## config.mk

```make
export PLATFORM = sky130hd
export DESIGN_NAME = link_test_framing
export DESIGN_NICKNAME = d
export VERILOG_FILES = /design/src/rtl/link_cfg_pkg.sv /design/src/rtl/link_test_framing.sv
export SDC_FILE = /design/constraint.sdc
export NUM_CORES = 1
export LEC_CHECK = 0
export BUFFER_PORTS_ARGS = -buffer_cell sky130_fd_sc_hd__buf_2
export CAP_MARGIN = 20
export CORE_MARGIN = 8
export CORE_UTILIZATION = 40
export DETAILED_ROUTE_END_ITERATION = 7
export GPL_TIMING_DRIVEN = 0
export MAX_ROUTING_LAYER = met4
export PLACE_DENSITY = 0.59
export SLEW_MARGIN = 10
export SYNTH_ARGS = -nofsm -noshare
export SYNTH_HDL_FRONTEND = slang
export SYNTH_SLANG_ARGS = --single-unit
```

## constraint.sdc

```tcl
create_clock -name clock -period 4.26 [get_ports clock]
set_input_delay 0.639 -clock clock [delete_from_list [all_inputs] [get_ports clock]]
set_output_delay 0.639 -clock clock [all_outputs]
set_load 0.1 [all_outputs]
```

## src/rtl/link_cfg_pkg.sv

```systemverilog
// Constants, register map and character codes for the link test block
package link_cfg_pkg;
	// APB register map: printed offsets are indices, byte address = 4*index
	localparam int          ADDR_W      = 14;
	localparam int          DATA_W      = 32;
	localparam logic [11:0] IDX_TEST    = 12'h205;
	localparam logic [11:0] IDX_IDENT   = 12'h206;
	localparam logic [11:0] IDX_COMMA   = 12'h207;
	localparam logic [13:0] ADDR_TEST   = {IDX_TEST, 2'b00};
	localparam logic [13:0] ADDR_IDENT  = {IDX_IDENT, 2'b00};
	localparam logic [13:0] ADDR_COMMA  = {IDX_COMMA, 2'b00};
	localparam logic [7:0]  RST_TEST    = 8'h00;
	localparam logic [7:0]  RST_IDENT   = 8'h00;
	localparam logic [7:0]  RST_COMMA   = 8'h00;
	localparam int          TEST_SEL_W  = 5;
	localparam int          COMMA_W     = 2;
	localparam int          REG_W       = 8;

	// Test select codes
	localparam logic [4:0] TP_NORMAL    = 5'h00;
	localparam logic [4:0] TP_PRBS7     = 5'h01;
	localparam logic [4:0] TP_PRBS15    = 5'h02;
	localparam logic [4:0] TP_PRBS23    = 5'h03;
	localparam logic [4:0] TP_RAMP      = 5'h04;
	localparam logic [4:0] TP_TRANSPORT = 5'h05;
	localparam logic [4:0] TP_D21_5     = 5'h06;
	localparam logic [4:0] TP_K28_5     = 5'h07;
	localparam logic [4:0] TP_ILA_LOOP  = 5'h08;
	localparam logic [4:0] TP_RPAT      = 5'h09;
	localparam logic [4:0] TP_LOW       = 5'h0a;
	localparam logic [4:0] TP_HIGH      = 5'h0b;
	localparam logic [4:0] TP_RSVD      = 5'h0c;
	localparam logic [4:0] TP_PRBS9     = 5'h0d;
	localparam logic [4:0] TP_PRBS31    = 5'h0e;
	localparam logic [4:0] TP_CLOCK     = 5'h0f;
	localparam logic [4:0] TP_K28_7     = 5'h10;

	// Frame comma select codes
	localparam logic [1:0] FC_K28_7     = 2'h0;
	localparam logic [1:0] FC_K28_1     = 2'h1;
	localparam logic [1:0] FC_K28_5     = 2'h2;

	// Octet codes
	localparam logic [7:0] K28_0        = 8'h1c;
	localparam logic [7:0] K28_1        = 8'h3c;
	localparam logic [7:0] K28_3        = 8'h7c;
	localparam logic [7:0] K28_4        = 8'h9c;
	localparam logic [7:0] K28_5        = 8'hbc;
	localparam logic [7:0] K28_7        = 8'hfc;
	localparam logic [7:0] D21_5        = 8'hb5;
	localparam logic [7:0] OCT_ZERO     = 8'h00;
	localparam logic [15:0] CLOCK_WORD  = 16'h00ff;
	localparam logic [15:0] WORD_LOW    = 16'h0000;
	localparam logic [15:0] WORD_HIGH   = 16'hffff;
	localparam logic [15:0] RPAT_SEQ [4] = '{16'hbe_d7, 16'h23_47,
		16'h6b_8f, 16'hb3_14};

	// Lane word and alignment sequence shape
	localparam int         WORD_W       = 16;
	localparam int         LANE_W       = WORD_W + 2;
	localparam int         LFSR_W       = 31;
	localparam logic [LFSR_W-1:0] LFSR_SEED = 31'h7fffffff;
	localparam logic [1:0] ILA_LAST_W   = 2'h3;
	localparam logic [1:0] ILA_ID_MF    = 2'h1;
	localparam logic [1:0] ILA_ID_W     = 2'h1;
	localparam logic [3:0] ILA_END      = 4'hf;
	localparam int         BUF_DEPTH    = 2;

	typedef enum logic [1:0] {st_off, st_ila, st_run} link_state_t;
endpackage

```

## src/rtl/link_test_framing.sv

```systemverilog
// Link test pattern, alignment identifier and frame comma configuration
////////////////////////////////////////////////////////////////////////////////
// How it works
// - Test select 0 gives data, 1..6 give PRBS7/15/23, ramp, transport, D21.5.
// - Select 7 K28.5, 8 repeated alignment, 9 RPAT, 10 lanes low, 11 high.
// - Select 13 PRBS9, 14 PRBS31, 15 clock 0x00FF, 16 K28.7; rest reserved.
// - K28.5, repeated alignment, RPAT and K28.7 need 8b/10b encoding.
// - The identifier goes out in the second alignment multiframe.
// - Link A sends the identifier, link B sends it plus one.
// - Identifier bit 0 is always stored and read as zero.
// - Comma select 0 K28.7, 1 K28.1, 2 K28.5, 3 reserved.
// - The comma replaces a repeated frame-end octet, in 8b/10b only.
//
// The APB interface to the registers was left to the implementer.
module link_test_framing
	import link_cfg_pkg::*;
(
	// Clock, reset, enable
	input  wire logic              clock,
	input  wire logic              sys_rst,
	input  wire logic              ce,
	// APB slave
	input  wire logic              psel,
	input  wire logic              penable,
	input  wire logic              pwrite,
	input  wire logic [ADDR_W-1:0] paddr,
	input  wire logic [DATA_W-1:0] pwdata,
	output logic      [DATA_W-1:0] prdata,
	output logic                   pready,
	output logic                   pslverr,
	// Link control from elsewhere
	input  wire logic              link_enable,
	input  wire logic              enc_8b10b,
	// Sample word input
	input  wire logic              sample_valid,
	output logic                   sample_ready,
	input  wire logic [WORD_W-1:0] sample_data,
	input  wire logic              sample_frame_end,
	// Lane word output, both links
	output logic                   lane_valid,
	input  wire logic              lane_ready,
	output logic      [WORD_W-1:0] lane_a_data,
	output logic      [1:0]        lane_a_is_k,
	output logic      [WORD_W-1:0] lane_b_data,
	output logic      [1:0]        lane_b_is_k,
	output logic                   lane_raw
);

////////////////////////////////////////////////////////////////////////////////
	localparam int ENTRY_W = 2 * LANE_W + 1;

	function automatic logic needs_8b10b(input logic [4:0] s);
		return s == TP_K28_5 || s == TP_ILA_LOOP || s == TP_RPAT ||
			s == TP_K28_7;
	endfunction
	function automatic logic [4:0] eff_mode(input logic [4:0] s,
		input logic enc8);
		logic [4:0] m;
		m = s;
		if (needs_8b10b(s) && !enc8) begin
			m = TP_NORMAL;
		end
		if (s == TP_RSVD || s > TP_K28_7) begin
			m = TP_NORMAL;
		end
		return m;
	endfunction
	// Taps as {order-1, tap-1}
	function automatic logic [9:0] prbs_taps(input logic [4:0] m);
		unique case (m)
			TP_PRBS7:  return {5'd6, 5'd5};
			TP_PRBS9:  return {5'd8, 5'd4};
			TP_PRBS15: return {5'd14, 5'd13};
			TP_PRBS23: return {5'd22, 5'd17};
			default:   return {5'd30, 5'd27};
		endcase
	endfunction
	function automatic logic [LFSR_W-1:0] prbs_adv(
		input logic [LFSR_W-1:0] s, input logic [9:0] tp);
		logic [LFSR_W-1:0] t;
		logic fb;
		t = s;
		for (int i = 0; i < WORD_W; i++) begin
			fb = t[tp[9:5]] ^ t[tp[4:0]];
			t = {t[LFSR_W-2:0], fb};
		end
		return t;
	endfunction
	// One alignment word: {k_hi, k_lo, hi octet, lo octet}
	function automatic logic [LANE_W-1:0] ila_word(input logic [3:0] c,
		input logic [7:0] id);
		logic [LANE_W-1:0] w;
		w = {2'b00, OCT_ZERO, OCT_ZERO};
		if (c[1:0] == 2'h0) begin
			w[17] = 1'b1;
			w[15:8] = K28_0;
			if (c[3:2] == ILA_ID_MF) begin
				w[16] = 1'b1;
				w[7:0] = K28_4;
			end
		end
		if (c[3:2] == ILA_ID_MF && c[1:0] == ILA_ID_W) begin
			w[15:8] = id;
		end
		if (c[1:0] == ILA_LAST_W) begin
			w[16] = 1'b1;
			w[7:0] = K28_3;
		end
		return w;
	endfunction
	function automatic logic [7:0] comma_char(input logic [1:0] s);
		unique case (s)
			FC_K28_1: return K28_1;
			FC_K28_5: return K28_5;
			default:  return K28_7;
		endcase
	endfunction
////////////////////////////////////////////////////////////////////////////////
// Registers and APB
	logic [REG_W-1:0]  test_pattern_select;
	logic [REG_W-1:0]  lane_alignment_identifier;
	logic [REG_W-1:0]  frame_comma_select;
	logic              addr_hit;
	logic              wr_fire;
	logic [REG_W-1:0]  next_rdata;

	assign addr_hit = paddr == ADDR_TEST || paddr == ADDR_IDENT ||
		paddr == ADDR_COMMA;
	// Zero-wait slave; a frozen clock enable stalls the bus
	assign pready  = ce;
	assign pslverr = psel && penable && !addr_hit;
	assign wr_fire = ce && psel && penable && pwrite && addr_hit;

	always_ff @(posedge clock) begin
		if (sys_rst) begin
			test_pattern_select       <= RST_TEST;
			lane_alignment_identifier <= RST_IDENT;
			frame_comma_select        <= RST_COMMA;
		end else if (wr_fire) begin
			unique case (paddr)
				ADDR_TEST:  test_pattern_select <= pwdata[REG_W-1:0];
				ADDR_IDENT: lane_alignment_identifier <=
					{pwdata[REG_W-1:1], 1'b0};
				default:    frame_comma_select <= pwdata[REG_W-1:0];
			endcase
		end
	end

	always_comb begin
		unique case (paddr)
			ADDR_TEST:  next_rdata = test_pattern_select;
			ADDR_IDENT: next_rdata = lane_alignment_identifier;
			ADDR_COMMA: next_rdata = frame_comma_select;
			default:    next_rdata = 8'h00;
		endcase
	end

	// Read data latched in the setup cycle
	always_ff @(posedge clock) begin
		if (sys_rst) begin
			prdata <= '0;
		end else if (ce && psel && !penable) begin
			prdata <= {{(DATA_W-REG_W){1'b0}}, next_rdata};
		end
	end

////////////////////////////////////////////////////////////////////////////////
// Link state and pattern generation
	link_state_t       state;
	logic [4:0]        mode;
	logic [7:0]        count;
	logic [LFSR_W-1:0] lfsr;
	logic [7:0]        last_octet;
	logic [7:0]        ident_b;
	logic              buf_in_ready;
	logic              gen_valid;
	logic              gen_fire;
	logic              take_sample;
	logic [LANE_W-1:0] gen_a;
	logic [LANE_W-1:0] gen_b;
	logic              gen_raw;

	assign mode = eff_mode(test_pattern_select[TEST_SEL_W-1:0], enc_8b10b);
	assign ident_b = lane_alignment_identifier + 8'h01;
	assign take_sample = state == st_run && mode == TP_NORMAL;
	assign gen_valid = ce && state != st_off &&
		(!take_sample || sample_valid);
	assign gen_fire = gen_valid && buf_in_ready;
	assign sample_ready = ce && buf_in_ready && take_sample;

	always_ff @(posedge clock) begin
		if (sys_rst) begin
			state <= st_off;
		end else if (ce) begin
			unique case (state)
				st_off:
					if (link_enable) begin
						state <= enc_8b10b ? st_ila : st_run;
					end
				st_ila:
					if (!link_enable) begin
						state <= st_off;
					end else if (gen_fire && count[3:0] == ILA_END) begin
						state <= st_run;
					end
				st_run:
					if (!link_enable) begin
						state <= st_off;
					end
			endcase
		end
	end

	always_ff @(posedge clock) begin
		if (sys_rst) begin
			count <= '0;
		end else if (ce) begin
			if (state == st_off) begin
				count <= '0;
			end else if (gen_fire) begin
				count <= count + 8'h01;
			end
		end
	end
	always_ff @(posedge clock) begin
		if (sys_rst) begin
			lfsr <= LFSR_SEED;
		end else if (ce) begin
			if (state == st_off) begin
				lfsr <= LFSR_SEED;
			end else if (gen_fire) begin
				lfsr <= prbs_adv(lfsr, prbs_taps(mode));
			end
		end
	end
	// Previous frame-end octet for comma substitution
	always_ff @(posedge clock) begin
		if (sys_rst) begin
			last_octet <= OCT_ZERO;
		end else if (ce && sample_ready && sample_valid &&
			sample_frame_end) begin
			last_octet <= sample_data[7:0];
		end
	end

	always_comb begin
		gen_raw = 1'b0;
		gen_a = {2'b00, sample_data};
		unique case (mode)
			TP_PRBS7, TP_PRBS9, TP_PRBS15, TP_PRBS23, TP_PRBS31: begin
				gen_raw = 1'b1;
				gen_a = {2'b00, lfsr[WORD_W-1:0]};
			end
			TP_RAMP:      gen_a = {2'b00, count, count + 8'h01};
			TP_TRANSPORT: gen_a = {2'b00, count, ~count};
			TP_D21_5:     gen_a = {2'b00, D21_5, D21_5};
			TP_K28_5:     gen_a = {2'b11, K28_5, K28_5};
			TP_ILA_LOOP:  gen_a = ila_word(count[3:0],
				lane_alignment_identifier);
			TP_RPAT:      gen_a = {2'b00, RPAT_SEQ[count[1:0]]};
			TP_LOW: begin
				gen_raw = 1'b1;
				gen_a = {2'b00, WORD_LOW};
			end
			TP_HIGH: begin
				gen_raw = 1'b1;
				gen_a = {2'b00, WORD_HIGH};
			end
			TP_CLOCK: begin
				gen_raw = 1'b1;
				gen_a = {2'b00, CLOCK_WORD};
			end
			TP_K28_7:     gen_a = {2'b11, K28_7, K28_7};
			default: begin
				if (state == st_ila) begin
					gen_a = ila_word(count[3:0],
						lane_alignment_identifier);
				end else if (enc_8b10b && sample_frame_end &&
					sample_data[7:0] == last_octet) begin
					// Only a repeated octet is swapped, so data survives
					gen_a[16] = 1'b1;
					gen_a[7:0] = comma_char(frame_comma_select[COMMA_W-1:0]);
				end
			end
		endcase
		gen_b = gen_a;
		if (state == st_ila || mode == TP_ILA_LOOP) begin
			gen_b = ila_word(count[3:0], ident_b);
		end
	end

////////////////////////////////////////////////////////////////////////////////
// Two-entry buffer towards the serializers
	logic [ENTRY_W-1:0] buf_mem [BUF_DEPTH];
	logic               wr_ptr;
	logic               rd_ptr;
	logic [1:0]         fill;
	logic               pop;
	logic [ENTRY_W-1:0] head;

	assign buf_in_ready = fill != 2'(BUF_DEPTH);
	assign lane_valid = ce && fill != 2'h0;
	assign pop = ce && lane_valid && lane_ready;
	assign head = buf_mem[rd_ptr];

	always_ff @(posedge clock) begin
		if (gen_fire) begin
			buf_mem[wr_ptr] <= {gen_raw, gen_b, gen_a};
		end
	end

	always_ff @(posedge clock) begin
		if (sys_rst) begin
			wr_ptr <= 1'b0;
			rd_ptr <= 1'b0;
			fill <= 2'h0;
		end else begin
			if (gen_fire) begin
				wr_ptr <= ~wr_ptr;
			end
			if (pop) begin
				rd_ptr <= ~rd_ptr;
			end
			if (gen_fire && !pop) begin
				fill <= fill + 2'h1;
			end else if (pop && !gen_fire) begin
				fill <= fill - 2'h1;
			end
		end
	end

	assign lane_a_data = head[WORD_W-1:0];
	assign lane_a_is_k = head[LANE_W-1:WORD_W];
	assign lane_b_data = head[LANE_W+WORD_W-1:LANE_W];
	assign lane_b_is_k = head[2*LANE_W-1:LANE_W+WORD_W];
	assign lane_raw    = head[ENTRY_W-1] && lane_valid;
endmodule

```

==> results.py, run 1 <==
metrics = {
    "floorplan": {
        "num_rows": 58,
        "fp.coreArea_um2": 25200,
        "fp.dieW_um": 176,
        "dieArea_um2": 31100,
        "ios": 146,
        "initial_core_util_pct": 40.8,
        "die_h_um": 176,
    },
    "detailed_routing": {
        "drt.antenna.violating_nets": 0,
        "drc": 0,
        "routed_wl_um": 36500,
        "vias": 9548,
        "drtIter0Drc": 1080,
        "via_per_inst": 5.83,
        "wire_per_inst_um": 22.3,
        "dr.pass1.iters": 8,
    },
    "sta": {
        "max_clock_freq_ghz": 0.255,
        "min_period_ns": 3.92,
        "slew_headroom_pct": 32.3,
        "finalSetupViolations": 0,
        "fin_skew_ns": 0.0155,
        "final_max_slew_viol_count": 0,
        "whs_ns": 0.478,
        "layout_worst_path_cycle_share_pct": 92.1,
        "rsz0062_at_grt": "no",
        "hold_viol_final": 0,
        "worstMarginPinSlew_ns": 0.990,
    },
    "layout": {
        "drive_above_1_share_pct": 20.9,
        "syn2layout_area_growth_pct": 16.2,
        "fillers": 2393,
        "fin_nets": 1378,
        "n_antenna_cell": 0,
        "final_core_util_pct": 47.4,
        "layout.cells.non_filler": 1639,
        "final_design_area_no_fill_um2": 11900,
        "multi_input_area_um2": 5770,
        "regArea_um2": 3920,
    },
    "global_route": {
        "gr-usage-met2_pct": 36.2,
        "met3_usage_pct": 4.10,
        "groute.usage.overall_pct": 23.6,
        "busiest_layer": "met2",
        "grt_pass1_vias": 9027,
        "grt_max_degree": 23,
        "grt_pass1_wl_um": 55400,
        "antenna_found_initial": 0,
        "overflow": 0,
        "grt_util_met1_pct": 30.4,
    },
    "synth": {
        "synthArstFlopShare_pct": 0,
        "yosysUniqueCellTypes": 90,
        "ys.flop_type": "dfxtp_1",
        "synth_top_area_cell": "edfxtp_1",
        "avgSynthCellArea_um2": 8.89,
        "ys_ff_latch": 159,
        "yosysSeqAreaShare_pct": 38.2,
        "yosys.area.top_type_share_pct": 21.6,
        "synth_edf_count": 74,
        "syn-cell-area_um2": 10300,
        "synth_area_leaders": "edfxtp_1, dfxtp_1, mux2i_1",
        "netlist_instances": 1155,
        "synth-warning-count": 0,
    },
    "cts": {
        "cts.sinks": 159,
        "path_clk_slew_ns": 0.07,
        "clock_latency_ns": 0.43,
        "cts-root-buf": "clkbuf_16",
        "numCtsBuffers": 17,
        "ctsHtreeMaxLevel": 4,
        "clk_path_buf_depth": 2,
        "cts_setup_buffers": 0,
        "cts_tree": "built",
    },
    "power": {
        "power-per-cell-area_nw_per_um2": 357,
        "irDropWorstVdd_mv": 0.245,
        "p_leak_uw": 0.00474,
    },
    "critical_path": {
        "worst-path-max-fanout": 10,
        "critPathLaunchType": "flop",
        "rr_worst_depth": 14,
        "endpoint_kind": "flop",
        "critical_path_arrival_ns": 4.27,
        "reg2reg_setup_slack_ns": 0.34,
        "cp-endpoint": "fill[1]",
        "worstSetupStartpoint": "test_pattern_select[4]",
        "crit_required_ns": 4.61,
        "r2r-start": "test_pattern_select[4]",
        "r2r-end": "fill[1]",
        "worstSetupPathType": "flop to flop",
    },
    "outcome": {
        "status": "finished, final reports clean",
    },
    "hold_path": {
        "hold-path-cell-count": 3,
        "hold_class": "input port to flop",
    },
    "placed_design": {
        "port_buffers": 96,
        "globalplace.congestion": 1.06,
        "place_area_um2": 11300,
        "hpwl_um": 27300,
        "dp_cells": 1607,
    },
    "job": {
        "max-cap-violations": 0,
    },
}
[worst min-delay path by stage]
stage	startpoint	endpoint	slack, ns
4_1_cts	pwdata[7]	frame_comma_select[7]	0.47
6_report	pwdata[5]	frame_comma_select[5]	0.48
3_3_place_gp	prdata[3]	prdata[3]	0.47
3_5_place_dp	prdata[2]	prdata[2]	0.47
2_1_floorplan	test_pattern_select[5]	test_pattern_select[5]	0.46
5_1_grt	pwdata[4]	lane_alignment_identifier[4]	0.50
[final cells by class]
class / instances / area share [%]
multi-input combinational: 881 / 48.4
clock inverter: 14 / 1.46
clock buffer: 18 / 3.60
inverter: 22 / 0.692
tap: 330 / 3.46
buffer: 116 / 5.03
sequential: 159 / 32.9
timing repair buffer: 99 / 4.52
[worst max-delay path: stages (launching register included)]
cell and delay [ns]:
dfxtp_1 0.31, buf_4 0.18, buf_1 0.24, a31oi_1 0.20
o21ai_0 0.12, a21oi_2 0.43, nand2_1 0.19, o21bai_2 0.34
or2_2 0.17, clkbuf_1 0.27, inv_1 0.16, clkbuf_1 0.32
ha_1 0.42, or3_1 0.36, a21oi_1 0.13
[power breakdown]
group / internal, uW / switching, uW
sequential: 1670 / 33.5
combinational: 232 / 766
clock: 884 / 673
total: 2790 / 1470
[state kept, by name, indices dropped and copies added (netlist names), named ones only]
signal / flops
buf_mem: 74
count: 8
fill: 2
frame_comma_select: 8
lane_alignment_identifier: 7
last_octet: 8
lfsr: 31
prdata: 8
rd_ptr: 1
state: 2
test_pattern_select: 8
wr_ptr: 1
[cell usage after synthesis (26+ instances only)]
cell / count
clkbuf_1: 56
nand2_1: 102
nand2b_1: 30
xnor2_1: 26
nor3_1: 32
mux2i_1: 57
mux2_2: 45
buf_4: 28
dfxtp_1: 85
edfxtp_1: 74
o21ai_0: 60
nor2_1: 134
a21oi_1: 78
[cells in the final DEF (no fill, tap or decap), types with 6 or more instances in the layout]
cell type,synthesis,final
nor2b_1,11,11
inv_1,21,21
and3_1,14,14
and2_1,8,7
xor2_1,13,13
buf_2,17,113
a21oi_1,78,77
mux2i_1,57,57
a22oi_1,15,15
o22ai_1,24,24
edfxtp_1,74,74
ha_1,9,9
conb_1,1,24
a221oi_1,12,12
nor3_1,32,31
mux2_2,45,45
nand4_1,7,7
nand3_1,20,20
a31oi_1,19,19
a211oi_1,8,8
xnor2_1,26,26
buf_1,10,10
clkbuf_16,0,17
buf_4,28,28
clkbuf_1,56,57
nand2b_1,30,30
dfxtp_1,85,85
a32oi_1,6,6
nand2_1,102,102
o21ai_0,60,60
nor2_1,134,133
[repair_timing]
action,in CTS,in global routing
resized for setup,1,3
hold buffers,0,0
setup endpoints to repair,60,60
[cell families (layout without fill, tap and decap cells)]
| group | after synthesis | in the layout | synth area share, % |
|---|---|---|---|
| AO/OA/AOI/OAI | 301 | 301 | 20.2 |
| AND/OR/NAND/NOR | 400 | 400 | 19.1 |
| other | 1 | 24 | 0.0365 |
| XOR/XNOR | 44 | 44 | 4.12 |
| multiplexers | 103 | 103 | 10.6 |
| flip-flops | 159 | 159 | 38.2 |
| buffers and inverters | 138 | 269 | 6.64 |
| adder cells (fa/ha/maj) | 9 | 9 | 1.10 |
[metal layers]
metal  wire length [um]  share of wire [%]
met1              15400                 42
met2              16500                 45
met3               3060                8.4
met4               1540                4.2
met5                  0                  0
[through the flow]
stage               setup slack (ns)  TNS (ns)  power [uW]
floorplan                      0.231         0        2500
global placement               -1.37    -73.29        2720
detailed placement            -0.223     -5.87        2730
CTS                           0.0248         0        4270
global route                   0.104         0        4390
finish                         0.338         0        4260
(Power assumes the default switching activity.)
==> run 2: changes to the inputs <==
--- a/config.mk
+++ b/config.mk
@@ -12,7 +12,7 @@
 export DETAILED_ROUTE_END_ITERATION = 7
 export GPL_TIMING_DRIVEN = 0
 export MAX_ROUTING_LAYER = met4
-export PLACE_DENSITY = 0.59
+export PLACE_DENSITY_LB_ADDON = 0.12
 export SLEW_MARGIN = 10
 export SYNTH_ARGS = -nofsm -noshare
 export SYNTH_HDL_FRONTEND = slang
==> run 2 against run 1 <==
Effect of this change: die area unchanged; utilization down 0.25 points; setup slack got worse by 0.15 ns; clock power shrank 4%; sequential cell count unchanged; maximum frequency down 3.8%; worst hold slack better by 0.0029 ns; critical endpoint is now lfsr[1]; power is 1.3% lower.
==> results.py, run 2 (synthesis gave the netlist of run 1 again) <==
metrics = {
    "outcome": {
        "status": "finished, final reports clean",
    },
    "layout": {
        "n_antenna_cell": 0,
        "reg_top3": "buf_mem: 74 flops, lfsr: 31 flops",
        "largest_register_ffs": 74,
        "final_design_area_no_fill_um2": 11900,
        "fin_nets": 1378,
        "layout.cells.non_filler": 1639,
        "drive_above_1_share_pct": 20.8,
        "final_common_cell": "nor2_1",
        "fillers": 2523,
        "final_cell_mix": "nor2_1, buf_2, nand2_1",
        "regMostFlops": "buf_mem",
        "syn2layout_area_growth_pct": 15.6,
    },
    "cts": {
        "ctsHtreeMaxLevel": 4,
        "ctsHoldBuffers": 0,
        "cts_setup_buffers": 0,
        "numCtsBuffers": 17,
        "cts.sinks": 159,
        "cts_tree": "built",
        "clk_path_buf_depth": 2,
        "clock_latency_ns": 0.43,
        "path_clk_slew_ns": 0.07,
        "cts_resized": 2,
        "cts-root-buf": "clkbuf_16",
    },
    "critical_path": {
        "rr_worst_depth": 13,
        "worstSetupPathType": "flop to flop",
        "worst-path-max-fanout": 9,
        "critical_path_arrival_ns": 4.40,
        "critPathLaunchType": "flop",
        "reg2reg_setup_slack_ns": 0.18,
        "endpoint_kind": "flop",
        "crit_required_ns": 4.58,
        "r2r-start": "lfsr[5]",
        "r2r-end": "lfsr[1]",
    },
    "power": {
        "irDropWorstVdd_mv": 0.189,
        "p_leak_uw": 0.00471,
        "p_total_uw": 4200,
        "power-per-cell-area_nw_per_um2": 354,
    },
    "floorplan": {
        "num_rows": 58,
        "ios": 146,
        "fp.coreArea_um2": 25200,
        "die_h_um": 176,
        "dieArea_um2": 31100,
        "initial_core_util_pct": 40.8,
        "fp.dieW_um": 176,
    },
    "placed_design": {
        "place_area_um2": 11300,
        "globalplace.congestion": 0.987,
        "dp_cells": 1607,
        "hpwl_um": 28300,
        "pre_cts_ws_ns": -0.213,
        "port_buffers": 96,
    },
    "detailed_routing": {
        "dr.pass1.iters": 6,
        "drc": 0,
        "via_per_inst": 5.75,
        "wire_per_inst_um": 23.0,
        "drt.antenna.violating_nets": 0,
        "vias": 9421,
        "routed_wl_um": 37700,
        "drtIter0Drc": 926,
    },
    "sta": {
        "max_clock_freq_ghz": 0.245,
        "rsz0062_at_grt": "no",
        "finalSetupViolations": 0,
        "fin_skew_ns": 0.0173,
        "min_period_ns": 4.08,
        "layout_worst_path_cycle_share_pct": 95.7,
        "slew_headroom_pct": 38.4,
        "hold_viol_final": 0,
        "layout_setup_ws_ns": 0.184,
        "worstMarginPinSlew_ns": 0.924,
        "setup_tns_ns": 0,
        "final_max_slew_viol_count": 0,
    },
    "global_route": {
        "overflow": 0,
        "groute.usage.overall_pct": 24.5,
        "grt_max_degree": 28,
        "grt_pass1_vias": 9142,
        "grt_pass1_wl_um": 57200,
        "antenna_found_initial": 0,
    },
    "hold_path": {
        "hp-start": "pwdata[3]",
        "hold-path-cell-count": 3,
        "hold_class": "input port to flop",
        "hold_path_end": "frame_comma_select[3]",
    },
    "job": {
        "max-cap-violations": 0,
    },
}
==> run 2: cell count changes in the layout (fill, tap and decap cells not counted), sizes merged <==
cell      delta
clkbuf       -1
clkinvlp     +2
clkinv       -1
buf          +1
bufinv       -1
==> run 2: worst max path at each step <==
stage | from | endpoint | slack, ns | cells past startpoint
global placement | test_pattern_select[0] | buf_mem[0][36] | -1.50 | 11
finish | lfsr[5] | lfsr[1] | 0.18 | 13
global route | test_pattern_select[1] | fill[1] | 0.05 | 15
CTS | test_pattern_select[0] | fill[1] | 0.17 | 13
detailed placement | enc_8b10b | fill[1] | -0.21 | 14
floorplan | test_pattern_select[4] | buf_mem[0][0] | 0.23 | 11
==> run 2: cell type report <==
type / count / area, um^2 / area share, %
clock inverter: 14 / 133 / 1.12
buffer: 115 / 596 / 5.02
sequential: 159 / 3920 / 33.1
multi-input combinational: 881 / 5770 / 48.6
inverter: 22 / 82.6 / 0.696
tap: 330 / 413 / 3.48
clock buffer: 18 / 429 / 3.62
timing repair buffer: 100 / 529 / 4.46
==> run 2: worst max-delay path, stage by stage (launching register included) <==
cell and delay [ns]:
dfxtp_1 0.30, clkbuf_1 0.53, inv_1 0.25, o32ai_1 0.78, o211ai_2 0.18, o31ai_4 0.10, xor2_2 0.43, a2bb2oi_2 0.18
a31oi_1 0.17, xnor2_2 0.29, a22oi_1 0.13, o221ai_1 0.32, mux2i_1 0.23, nor2_1 0.06
==> run 2: stage by stage <==
stage / hold WS [ns] / util (%)
2_1_floorplan: 0.456 / -
3_3_place_gp: 0.467 / 44.7
3_5_place_dp: 0.484 / 44.9
4_1_cts: 0.471 / 47.1
5_1_grt: 0.481 / 47.1
6_report: 0.481 / 47.1
==> run 2: power breakdown <==
part,switching (uW),leakage (uW),internal (uW)
sequential,32.2,0.00136,1670
combinational,772,0.00308,230
clock,683,0.000269,816
==> run 2: metal layers <==
metal  global-route usage (%)  share of wire (%)  vias to the layer above
met3                     3.27                7.1                       74
met4                     9.01                3.6                        0
met5                        -                  0                        -
met1                     32.7                 44                     4494
met2                     37.5                 45                      435
li1                         -                  -                     4418
